### config.mk
export PLATFORM = sky130hd
export DESIGN_NAME = xpb_bank
export DESIGN_NICKNAME = d
export VERILOG_FILES = /design/src/verilog/xpb_pkg.sv /design/src/verilog/xpb_sync.sv /design/src/verilog/xpb_debounce.sv /design/src/verilog/xpb_bank.sv
export VERILOG_INCLUDE_DIRS = /design/src /design/src/verilog
export SDC_FILE = /design/constraint.sdc
export NUM_CORES = 1
export LEC_CHECK = 0
export ABC_AREA = 1
export BUFFER_PORTS_ARGS = -buffer_cell sky130_fd_sc_hd__buf_4
export CAP_MARGIN = 20
export CORE_ASPECT_RATIO = 2
export CORE_MARGIN = 3
export CORE_UTILIZATION = 62
export DETAILED_ROUTE_END_ITERATION = 16
export GPL_TIMING_DRIVEN = 1
export PLACE_DENSITY = 0.9
export SYNTH_ARGS = -nofsm -noshare
export SYNTH_HDL_FRONTEND = slang
export SYNTH_SLANG_ARGS = --single-unit
### constraint.sdc
create_clock -name clk_i -period 13 [get_ports clk_i]
set_clock_uncertainty 0.05 [all_clocks]
set_input_delay 0.65 -clock clk_i [delete_from_list [all_inputs] [get_ports clk_i]]
set_output_delay 0.65 -clock clk_i [all_outputs]
set_load 0.02 [all_outputs]
### src/verilog/xpb_params.svh
`ifndef XPB_PARAMS_SVH
`define XPB_PARAMS_SVH
// Parameter addresses (word offsets on the fieldbus parameter port)
`define XPB_ADDR_POS_RATE   16'h0302
`define XPB_ADDR_VEL_RATE   16'h030A
`define XPB_ADDR_COMMAND    16'h0310
`define XPB_ADDR_DEBOUNCE   16'h0312
`define XPB_ADDR_DI1_ASSIGN 16'h0314
`define XPB_ADDR_DI2_ASSIGN 16'h0316
// Ranges and factory values
`define XPB_RATE_MIN        16'h000A
`define XPB_RATE_MAX        16'h01F4
`define XPB_RATE_RST        16'h0064
`define XPB_CMD_MAX         16'h0196
`define XPB_CMD_RST         16'h0000
`define XPB_DEB_MAX         16'h0014
`define XPB_DEB_RST         16'h0002
`define XPB_ASG_MAX         16'h0146
`define XPB_DI1_RST         16'h0000
`define XPB_DI2_RST         16'h0100
// Command codes
`define XPB_CMD_FACTORY     16'h000A
`define XPB_CMD_SAVE        16'h000B
`define XPB_CMD_OUT_NORMAL  16'h0190
`define XPB_CMD_OUT_FORCE   16'h0196
`define XPB_CMD_SAVED       16'h03E7
// Assignment word fields
`define XPB_ASG_FUNC_LSB    0
`define XPB_ASG_FUNC_MSB    7
`define XPB_ASG_TYPE_BIT    8
// Timing
`define XPB_MS_NS           1000000
`define XPB_CLK_NS          10
`define XPB_CYC_PER_MS      (`XPB_MS_NS / `XPB_CLK_NS)
`endif

### src/verilog/xpb_pkg.sv
package xpb_pkg;
  typedef struct packed {
    logic        valid;
    logic        write;
    logic [15:0] addr;
    logic [15:0] wdata;
  } xpb_req_s;
  typedef struct packed {
    logic        valid;
    logic        ok;
    logic [15:0] rdata;
  } xpb_rsp_s;
  typedef enum logic [1:0] {
    XPB_NV_IDLE  = 2'b00,
    XPB_NV_SAVE  = 2'b01,
    XPB_NV_RESTR = 2'b10
  } xpb_nv_e;
endpackage

### src/verilog/xpb_sync.sv
module xpb_sync #(
  parameter int W = 1
) (
  input  wire logic         clk_i,
  input  wire logic         sys_rst_i,
  input  wire logic         ce_i,
  input  wire logic [W-1:0] d_i,
  output logic      [W-1:0] q_o
);
  if (W < 1) begin : g_bad_w
    $error("W must be positive");
  end
  typedef struct packed {
    logic [W-1:0] s1;
    logic [W-1:0] s2;
  } xpb_sync_s;
  xpb_sync_s st_r, st_nxt;
  always_comb begin
    st_nxt = st_r;
    if (ce_i) begin
      st_nxt.s1 = d_i;
      st_nxt.s2 = st_r.s1;
    end
  end
  always_ff @(posedge clk_i or posedge sys_rst_i) begin
    if (sys_rst_i) st_r <= '0;
    else           st_r <= st_nxt;
  end
  assign q_o = st_r.s2;
endmodule // xpb_sync

### src/verilog/xpb_debounce.sv
`include "xpb_params.svh"
module xpb_debounce #(
  parameter int CYC_PER_MS = `XPB_CYC_PER_MS
) (
  input  wire logic        clk_i,
  input  wire logic        sys_rst_i,
  input  wire logic        ce_i,
  input  wire logic [4:0]  time_ms_i,
  input  wire logic        raw_i,
  output logic             clean_o
);
  if (CYC_PER_MS < 1) begin : g_bad_cyc
    $error("CYC_PER_MS must be positive");
  end
  typedef struct packed {
    logic        out;
    logic [31:0] tick;
    logic [4:0]  ms;
  } xpb_deb_s;
  xpb_deb_s st_r, st_nxt;
  always_comb begin
    st_nxt = st_r;
    if (ce_i) begin
      if (raw_i == st_r.out || time_ms_i == 5'h00) begin
        st_nxt.out  = raw_i;
        st_nxt.tick = '0;
        st_nxt.ms   = '0;
      end else if (st_r.tick == 32'(CYC_PER_MS - 1)) begin
        st_nxt.tick = '0;
        if (st_r.ms + 5'h01 >= time_ms_i) begin
          st_nxt.out = raw_i;
          st_nxt.ms  = '0;
        end else begin
          st_nxt.ms = st_r.ms + 5'h01;
        end
      end else begin
        st_nxt.tick = st_r.tick + 32'h1;
      end
    end
  end
  always_ff @(posedge clk_i or posedge sys_rst_i) begin
    if (sys_rst_i) st_r <= '0;
    else           st_r <= st_nxt;
  end
  assign clean_o = st_r.out;
endmodule // xpb_debounce

### src/verilog/xpb_bank.sv
`include "xpb_params.svh"
module xpb_bank
  import xpb_pkg::*;
#(
  parameter int CYC_PER_MS = `XPB_CYC_PER_MS
) (
  input  wire logic          clk_i,
  input  wire logic          sys_rst_i,
  input  wire logic          ce_i,
  input  wire xpb_pkg::xpb_req_s req_i,
  output xpb_pkg::xpb_rsp_s  rsp_o,
  input  wire logic          power_stage_en_i,
  input  wire logic [5:0]    dig_in_raw_i,
  input  wire logic          nv_done_i,
  input  wire logic          nv_ok_i,
  output logic               nv_save_o,
  output logic               nv_restore_o,
  output logic               out_force_mode_o,
  output logic [15:0]        pos_rate_o,
  output logic [15:0]        vel_rate_o,
  output logic [4:0]         debounce_ms_o,
  output logic [5:0]         dig_in_clean_o,
  output logic [7:0]         di1_func_o,
  output logic               di1_norm_open_o,
  output logic [7:0]         di2_func_o,
  output logic               di2_norm_open_o
);
  import xpb_pkg::*;
  if (CYC_PER_MS < 1) begin : g_bad_cyc
    $error("CYC_PER_MS must be positive");
  end

  ////////////////////////////////////////////////////////////////////////////
  typedef struct packed {
    xpb_rsp_s    rsp;
    logic [15:0] pos_rate;
    logic [15:0] vel_rate;
    logic [15:0] cmd;
    logic [15:0] deb;
    logic [15:0] di1;
    logic [15:0] di2;
    logic [15:0] di1_act;
    logic [15:0] di2_act;
    logic        force_mode;
    logic        saved;
    xpb_nv_e     nv;
    logic        nv_save;
    logic        nv_restore;
    logic        restarted;
  } xpb_bank_s;
  xpb_bank_s st_r, st_nxt;

  // Range test shared by the position and velocity rate parameters
  function automatic logic in_range(input logic [15:0] v, input logic [15:0] lo, input logic [15:0] hi);
    return (v >= lo) && (v <= hi);
  endfunction

  function automatic logic asg_ok(input logic [15:0] v);
    return (v <= `XPB_ASG_MAX) && (v[15:9] == 7'h00);
  endfunction

  logic        pse_q;
  logic [5:0]  din_q;
  logic        wr;
  logic        rd;
  logic        locked;
  logic        accept;
  logic [15:0] rdata;
  logic        hit;
  logic [6:0]  sync_q;

  xpb_sync #(.W(7)) u_sync (
    .clk_i     (clk_i),
    .sys_rst_i (sys_rst_i),
    .ce_i      (ce_i),
    .d_i       ({power_stage_en_i, dig_in_raw_i}),
    .q_o       (sync_q)
  );
  assign pse_q = sync_q[6];
  assign din_q = sync_q[5:0];

  ////////////////////////////////////////////////////////////////////////////
  // Inputs 1-5 and 8 share the one debounce time
  logic [5:0] clean;
  genvar gi;
  generate
    for (gi = 0; gi < 6; gi++) begin : g_deb
      xpb_debounce #(.CYC_PER_MS(CYC_PER_MS)) u_deb (
        .clk_i     (clk_i),
        .sys_rst_i (sys_rst_i),
        .ce_i      (ce_i),
        .time_ms_i (st_r.deb[4:0]),
        .raw_i     (din_q[gi]),
        .clean_o   (clean[gi])
      );
    end
  endgenerate

  ////////////////////////////////////////////////////////////////////////////
  always_comb begin
    wr     = req_i.valid && req_i.write;
    rd     = req_i.valid && !req_i.write;
    locked = pse_q;
    hit    = 1'b1;
    rdata  = 16'h0000;
    accept = 1'b0;
    case (req_i.addr)
      `XPB_ADDR_POS_RATE: begin
        rdata  = st_r.pos_rate;
        accept = in_range(req_i.wdata, `XPB_RATE_MIN, `XPB_RATE_MAX);
      end
      `XPB_ADDR_VEL_RATE: begin
        rdata  = st_r.vel_rate;
        accept = in_range(req_i.wdata, `XPB_RATE_MIN, `XPB_RATE_MAX);
      end
      `XPB_ADDR_COMMAND: begin
        rdata  = st_r.saved ? `XPB_CMD_SAVED : st_r.cmd;
        accept = !locked && req_i.wdata <= `XPB_CMD_MAX;
      end
      `XPB_ADDR_DEBOUNCE: begin
        rdata  = st_r.deb;
        accept = req_i.wdata <= `XPB_DEB_MAX;
      end
      `XPB_ADDR_DI1_ASSIGN: begin
        rdata  = st_r.di1;
        accept = !locked && asg_ok(req_i.wdata);
      end
      `XPB_ADDR_DI2_ASSIGN: begin
        rdata  = st_r.di2;
        accept = !locked && asg_ok(req_i.wdata);
      end
      default: hit = 1'b0;
    endcase
  end

  always_comb begin
    st_nxt            = st_r;
    if (ce_i) begin
      // Pulses end on enabled edges only, so a frozen block keeps every bit of state
      st_nxt.nv_save    = 1'b0;
      st_nxt.nv_restore = 1'b0;
      st_nxt.rsp.valid  = 1'b0;
      // First enabled cycle after reset stands for a restart: load active assignment
      if (!st_r.restarted) begin
        st_nxt.restarted = 1'b1;
        st_nxt.di1_act   = st_r.di1;
        st_nxt.di2_act   = st_r.di2;
      end
      if (req_i.valid) begin
        st_nxt.rsp.valid = 1'b1;
        st_nxt.rsp.ok    = hit && (rd || accept);
        st_nxt.rsp.rdata = rd && hit ? rdata : 16'h0000;
      end
      if (wr && hit && accept) begin
        case (req_i.addr)
          `XPB_ADDR_POS_RATE: st_nxt.pos_rate = req_i.wdata;
          `XPB_ADDR_VEL_RATE: st_nxt.vel_rate = req_i.wdata;
          `XPB_ADDR_DEBOUNCE: st_nxt.deb      = req_i.wdata;
          `XPB_ADDR_DI1_ASSIGN: st_nxt.di1    = req_i.wdata;
          `XPB_ADDR_DI2_ASSIGN: st_nxt.di2    = req_i.wdata;
          `XPB_ADDR_COMMAND: begin
            st_nxt.cmd   = req_i.wdata;
            st_nxt.saved = 1'b0;
            if (req_i.wdata == `XPB_CMD_OUT_NORMAL) st_nxt.force_mode = 1'b0;
            if (req_i.wdata == `XPB_CMD_OUT_FORCE)  st_nxt.force_mode = 1'b1;
            // Restore only rewrites the stored set; live values stay until power cycle
            if (req_i.wdata == `XPB_CMD_FACTORY && st_r.nv == XPB_NV_IDLE) begin
              st_nxt.nv         = XPB_NV_RESTR;
              st_nxt.nv_restore = 1'b1;
            end
            if (req_i.wdata == `XPB_CMD_SAVE && st_r.nv == XPB_NV_IDLE) begin
              st_nxt.nv      = XPB_NV_SAVE;
              st_nxt.nv_save = 1'b1;
            end
          end
          default: ;
        endcase
      end
      if (st_r.nv != XPB_NV_IDLE && nv_done_i) begin
        if (st_r.nv == XPB_NV_SAVE && nv_ok_i) st_nxt.saved = 1'b1;
        st_nxt.nv = XPB_NV_IDLE;
      end
    end
  end

  always_ff @(posedge clk_i or posedge sys_rst_i) begin
    if (sys_rst_i) begin
      st_r          <= '0;
      st_r.pos_rate <= `XPB_RATE_RST;
      st_r.vel_rate <= `XPB_RATE_RST;
      st_r.cmd      <= `XPB_CMD_RST;
      st_r.deb      <= `XPB_DEB_RST;
      st_r.di1      <= `XPB_DI1_RST;
      st_r.di2      <= `XPB_DI2_RST;
      st_r.di1_act  <= `XPB_DI1_RST;
      st_r.di2_act  <= `XPB_DI2_RST;
      st_r.nv       <= XPB_NV_IDLE;
    end else begin
      st_r <= st_nxt;
    end
  end

  ////////////////////////////////////////////////////////////////////////////
  // Clean inputs held in flops so every output leaves a register
  logic [5:0] clean_r;
  always_ff @(posedge clk_i or posedge sys_rst_i) begin
    if (sys_rst_i)  clean_r <= 6'h00;
    else if (ce_i)  clean_r <= clean;
  end

  assign rsp_o            = st_r.rsp;
  assign nv_save_o        = st_r.nv_save;
  assign nv_restore_o     = st_r.nv_restore;
  assign out_force_mode_o = st_r.force_mode;
  assign pos_rate_o       = st_r.pos_rate;
  assign vel_rate_o       = st_r.vel_rate;
  assign debounce_ms_o    = st_r.deb[4:0];
  // Raw debounced levels only; forcing is not applied here
  assign dig_in_clean_o   = clean_r;
  assign di1_func_o       = st_r.di1_act[`XPB_ASG_FUNC_MSB:`XPB_ASG_FUNC_LSB];
  assign di1_norm_open_o  = st_r.di1_act[`XPB_ASG_TYPE_BIT];
  assign di2_func_o       = st_r.di2_act[`XPB_ASG_FUNC_MSB:`XPB_ASG_FUNC_LSB];
  assign di2_norm_open_o  = st_r.di2_act[`XPB_ASG_TYPE_BIT];
endmodule // xpb_bank

Word level (Yosys, flattened, before mapping)
Index checks and enable logic that the tools add are counted.
- mux-type cells: 51
- add/subtract/negate cells: 12
- reductions and logical operators: 68
- bitwise gates (word level): 1
- order comparisons: 11
- equality and inequality tests: 23
- operator list (kind ; number):
    two-way mux 38 bit ; 6
    adder 32 x 1 -> 32 bit, second input constant ; 6
    == test 32 x 17 -> 1 bit, second input constant ; 6
    two-way mux 32 bit ; 6
    == test 16 x 10 -> 1 bit, second input constant ; 6
    one-hot mux 16 bit (6 select lines) ; 1
    two-way mux 5 bit ; 14
    less-or-equal comparator 16 x 9 -> 1 bit, second input constant ; 3
    AND reduction 3 bit ; 12
    == test 16 x 4 -> 1 bit, second input constant ; 2
    == test 16 x 9 -> 1 bit, second input constant ; 2
    two-way mux 16 bit ; 2
    nonzero test 2 bit ; 16
    adder 5 x 1 -> 5 bit, second input constant ; 6
    >= comparator 5 bit ; 6
    two-way mux 18 bit ; 1
    two-way mux 1 bit ; 17
    >= comparator 16 x 4 -> 1 bit, second input constant ; 1
    less-or-equal comparator 16 x 5 -> 1 bit, second input constant ; 1
    AND reduction 2 bit ; 8
    logical AND 1 bit ; 14
    AND reduction 4 bit ; 2
    zero test 7 bit ; 1
    logical OR 1 bit ; 7
    12 further kinds ; 20
- register bits: 387
- output and inout port bits: 82
- bits of input ports: 46

Logic depth before layout (Yosys ltp)
- word-level depth: 8
- depth in mapped cells: 16
- gate-level depth less buffers: 13

By module
From an unflattened synthesis, not the netlist that was laid out.
- cells, all modules: 3434
- area, all modules: 24021.8 um2
- by module, submodules not included (module ; times used ; cells each ; area each (um2)):
    xpb_debounce ; 6 ; 409 ; 2681.3
    xpb_bank ; 1 ; 913 ; 7347.0
    xpb_sync ; 1 ; 67 ; 586.8

Worst setup path after synthesis
OpenSTA, ideal clock, no wires.
- kind: input to register
- start point: input port req_i[31] in the netlist's numbering
- end point: register st_r[42] in the netlist's numbering
- cell stages on the path: 14
- buffers on the path: 3
- setup time: 0.121 ns
- required time: 12.829 ns
- arrival time: 2.164 ns
- setup slack: 10.666 ns
- cell sequence: nor2_1 nand2_1 nor2_4 buf_6 nand4_4 nand2_1 nor2_1 nor2_4 and2_1 buf_6 nand3_4 buf_6 nand2_1 o21ai_2
- cells in the longest elaborated chain, start to end: 6
- RTL lines (item ; line ; text):
    start: declaration ; xpb_bank.sv:10 ; input wire xpb_pkg::xpb_req_s req_i,
    == test 16 x 10 -> 1 bit (on tied branches) ; xpb_bank.sv:107, xpb_bank.sv:155 ;
    OR reduction 6 bit (no line) ; -- ;
    two-way mux 1 bit ; xpb_bank.sv:107 ; case (req_i.addr)
    logical AND 1 bit (2 in a row) ; xpb_bank.sv:154 ; if (wr && hit && accept) begin
    AND reduction 3 bit (no line) (*) ; -- ;
    end signal: assignment ; xpb_bank.sv:199 ; st_r <= st_nxt;
    end: declaration ; xpb_bank.sv:51 ; xpb_bank_s st_r, st_nxt;
Mark *: on every way between the ends. The rest lies on a longest branch, timed or not.
A chain may end at the register's enable or synchronous reset.

Worst setup path in the final report
- start point: register st_r, in the netlist debounce_ms_o[1]
- end point: register g_deb[5].u_deb.st_r[3] in the netlist's numbering
- cells in the longest elaborated chain, start to end: 4
- RTL lines (item ; line ; text):
    >= comparator 5 bit or zero test 5 bit (tied branches) ; xpb_debounce.sv:30, xpb_debounce.sv:24 ;
    two-way mux 5 bit or logical OR 1 bit (tied branches) ; xpb_debounce.sv:30, xpb_debounce.sv:24 ;
    two-way mux 5 bit or nonzero test 2 bit (tied branches) ; -- ;
    two-way mux 38 bit or AND reduction 2 bit (tied branches) ; -- ;
    end signal: assignment ; xpb_debounce.sv:43 ; else st_r <= st_nxt;
    end: declaration ; xpb_debounce.sv:20 ; xpb_deb_s st_r, st_nxt;
Parallel ways exist; a longest one is shown, timed or not. The select of a mux whose other input is x is not followed.

==> run_results.csv <==
group,metric,value,unit
run_status,outcome,"completed",
synthesis,synth_top_area_share,44.71,%
grt,grt-ovfl-total,0,
die,start_util,62.89,%
cells_and_area,antenna_cells,0,
placed_design,numPortBuffers,127,
die,fp.dieArea,36510,sq um
detailed_routing,drt-total-wl,57000,um
sta,setup-violations-final,0,
sta,rsz0062_at_grt,"no",
detailed_routing,drtAntennaViolNets,0,
die,die_height,267.2,um
sta,finalCritPeriodShare,26.45,%
clock_network,clk_root_buffer_cell,"clkbuf_16",
die,die_width,136.6,um
cells_and_area,multi_input_area,9371,sq um
clock_network,insertion_delay,550,ps
synthesis,ys_ff_latch,387,
detailed_routing,wl_per_cell,18.08,um
placed_design,gp_congestion,1.078,
synthesis,synth_edf_count,0,
critical_path,cp_data_required_time,13350,ps
sta,holdWs,213.0,ps
critical_path,r2r-start,"debounce_ms_o[1]",
clock_network,cts_buffer_depth,3,
critical_path,start_kind,"flop",
placed_design,place_hpwl,41330,um
sta,max_freq,0.2908,GHz
cells_and_area,layout_common_cells,"nand2_1 (624), dfrtp_1 (378), inv_1 (315), nor2_1 (280), buf_4 (133)",
synthesis,yosysWarnings,0,
cells_and_area,nets,2779,
grt,grt_usage,31.59,%
synthesis,ys_seq_area_share,45.83,%
critical_path,critical_path_arrival,3790,ps
synthesis,yosysTopAreaCell,"dfrtp_1",
clock_network,clk_pin_slew_worst_paths,70,ps
placed_design,placed_cells,3090,
synthesis,syn_nets,2741,
cells_and_area,drive_above_1_share,9.937,%
synthesis,syn_area,21160,sq um
synthesis,async_reset_ff_share,100.0,%
sta,hold_viol_final,0,
worst_hold_path,worst_hold_path_type,"primary input to async pin",
clock_network,tritoncts,"done",
cells_and_area,fin_cells,3153,
clock_network,post_cts_buffers,0,
detailed_routing,drc,0,
critical_path,criticalPathCategory,"flop to flop",
sta,period_minus_slack,3439,ps
critical_path,cp_max_fo,26,
detailed_routing,first_pass_iters,6,
sta,maxSlewHeadroom,28.90,%
pwr,peakVddDrop,0.1359,mV
clock_network,clkSinkCount,387,
synthesis,synthDistinctLibCells,56,
pwr,power.leakage,10.95,nW
detailed_routing,vias,18630,
pwr,power.density,106.9,nW/um^2
detailed_routing,viasPerCell,5.907,
synthesis,avgSynthCellArea,7.975,sq um
sta,tightest_slew,1066,ps
synthesis,syn_inst,2653,
synthesis,synth.area.top_cells,"dfrtp_1 (45%), nand2_1 (11%), inv_1 (5.6%)",
grt,grt_max_degree,198,
cells_and_area,regArea,9696,sq um
grt,grt_pass1_vias,18850,
die,core-area,33640,sq um
cells_and_area,area_growth,9.173,%
sta,finalMaxSlewViolations,0,
sta,fin_tns_setup,0,ps
clock_network,cts_resized,0,
clock_network,cts.hold.buffers_added,0,
clock_network,cts_inserted_buffers,35,
detailed_routing,drtIter0Drc,1366,
clock_network,htree_levels,2,
grt,grt_pass1_wl,91680,um
cells_and_area,final_common_cell,"nand2_1",
run,maxCapViolations,0,
critical_path,startpoint,"debounce_ms_o[1]",
die,core.rowCount,95,
grt,antenna_found_initial,0,
cells_and_area,fill_cells,2572,
synthesis,ys.flop_type,"dfrtp_1",
critical_path,cp-end-kind,"flop",
die,ios,128,
-- where the power goes --
group	leakage, nW	internal (mW)	switching [mW]	total [mW]
clock network	0.602	0.657	0.486	1.14
logic	5.02	0.0252	0.0781	0.103
registers	5.33	1.21	0.00869	1.22
total	11.0	1.90	0.573	2.47
-- area by class of cell --
type | count | area share (%)
clock inverter | 21 | 1.381
inverter | 324 | 5.303
tap | 436 | 2.362
timing repair buffer | 134 | 4.410
sequential | 387 | 41.98
multi-input combinational | 1809 | 40.57
clock buffer | 42 | 3.992
-- path summary, 6_finish.rpt --
path	to	slack, ps	depth (start not counted)
worst max-delay path	g_deb[5].u_deb.st_r[3]	9560	11
max in group asynchronous	g_deb[0].u_deb.st_r[34]	11030	3
min in group clk_i	u_sync.st_r[9]	260	3
worst min register to register	g_deb[4].u_deb.st_r[35]	420	1
worst max register to register	g_deb[5].u_deb.st_r[3]	9560	11
worst min-delay path	g_deb[3].u_deb.st_r[26]	210	2
-- cell families (layout without fill, tap and decap cells) --
| logic type | after synthesis | in the layout | share of synthesized area, % |
|---|---|---|---|
| multiplexers | 14 | 14 | 0.7393 |
| buffers and inverters | 457 | 521 | 9.876 |
| XOR/XNOR | 95 | 95 | 3.933 |
| AND/OR/NAND/NOR | 1324 | 1324 | 27.61 |
| AO/OA/AOI/OAI | 334 | 334 | 9.533 |
| adder cells (fa/ha/maj) | 42 | 42 | 2.484 |
| flip-flops | 387 | 387 | 45.83 |
-- synth_stat cells, drive strengths merged, types with 3 or more instances --
cell type and instances:
dfrtp 378, inv 320, nor2 285, nand3b 6, o211a 3, a31o 5, o21ai 145, a22oi 12
nand3 121, buf 98, a21oi 84, a211oi 3, clkinv 4, o22ai 13, nor3 128, and3 3
nor3b 12, mux2 13, a31oi 18, ha 42, a22o 5, o311ai 5, xor2 80, nand2 626
clkbuf 35, nor4 45, dfstp 9, or2 7, nand4 89, a21o 6, o31ai 15, o21a 15
xnor2 15
-- registers in the layout, summed over array words and instances (netlist names), 7 cells and up --
name / count
di1_func_o: 8
di2_func_o: 8
g_deb.u_deb.st_r: 222
pos_rate_o: 16
rsp_o: 18
st_r: 63
u_sync.q_o: 7
u_sync.st_r: 7
vel_rate_o: 16
-- routing by layer --
metal	share of wire [%]	track usage [%]	vias up
li1	-	-	8733
met1	34	32.37	8863
met2	53	57.14	775
met3	5.3	4.474	255
met4	8.0	23.26	0
met5	0	0	-
-- worst max-delay path, cell delays in order, from the launching register on --
cell and delay [ps]:
dfstp_2 560, inv_1 180, nand3_1 400, nand2_1 220, inv_1 120, nand2_1 70
nand2_1 370, clkinv_1 760, nand2_1 270, inv_1 110, nand2_1 70, o21ai_0 80
-- through the flow --
step / util [%] / setup WS (ps) / cell area (sq um) / power, mW
6_report: 68.66 / 9561 / 23100 / 2.469
5_1_grt: 68.66 / 9242 / 23100 / 2.542
4_1_cts: 68.66 / 9579 / 23100 / 2.482
3_5_place_dp: 64.97 / 9415 / 21860 / 1.350
3_3_place_gp: 64.97 / 9555 / 21860 / 1.346
2_1_floorplan: - / 1559 / 21160 / 1.306
Power figures use the tool's default switching activity.
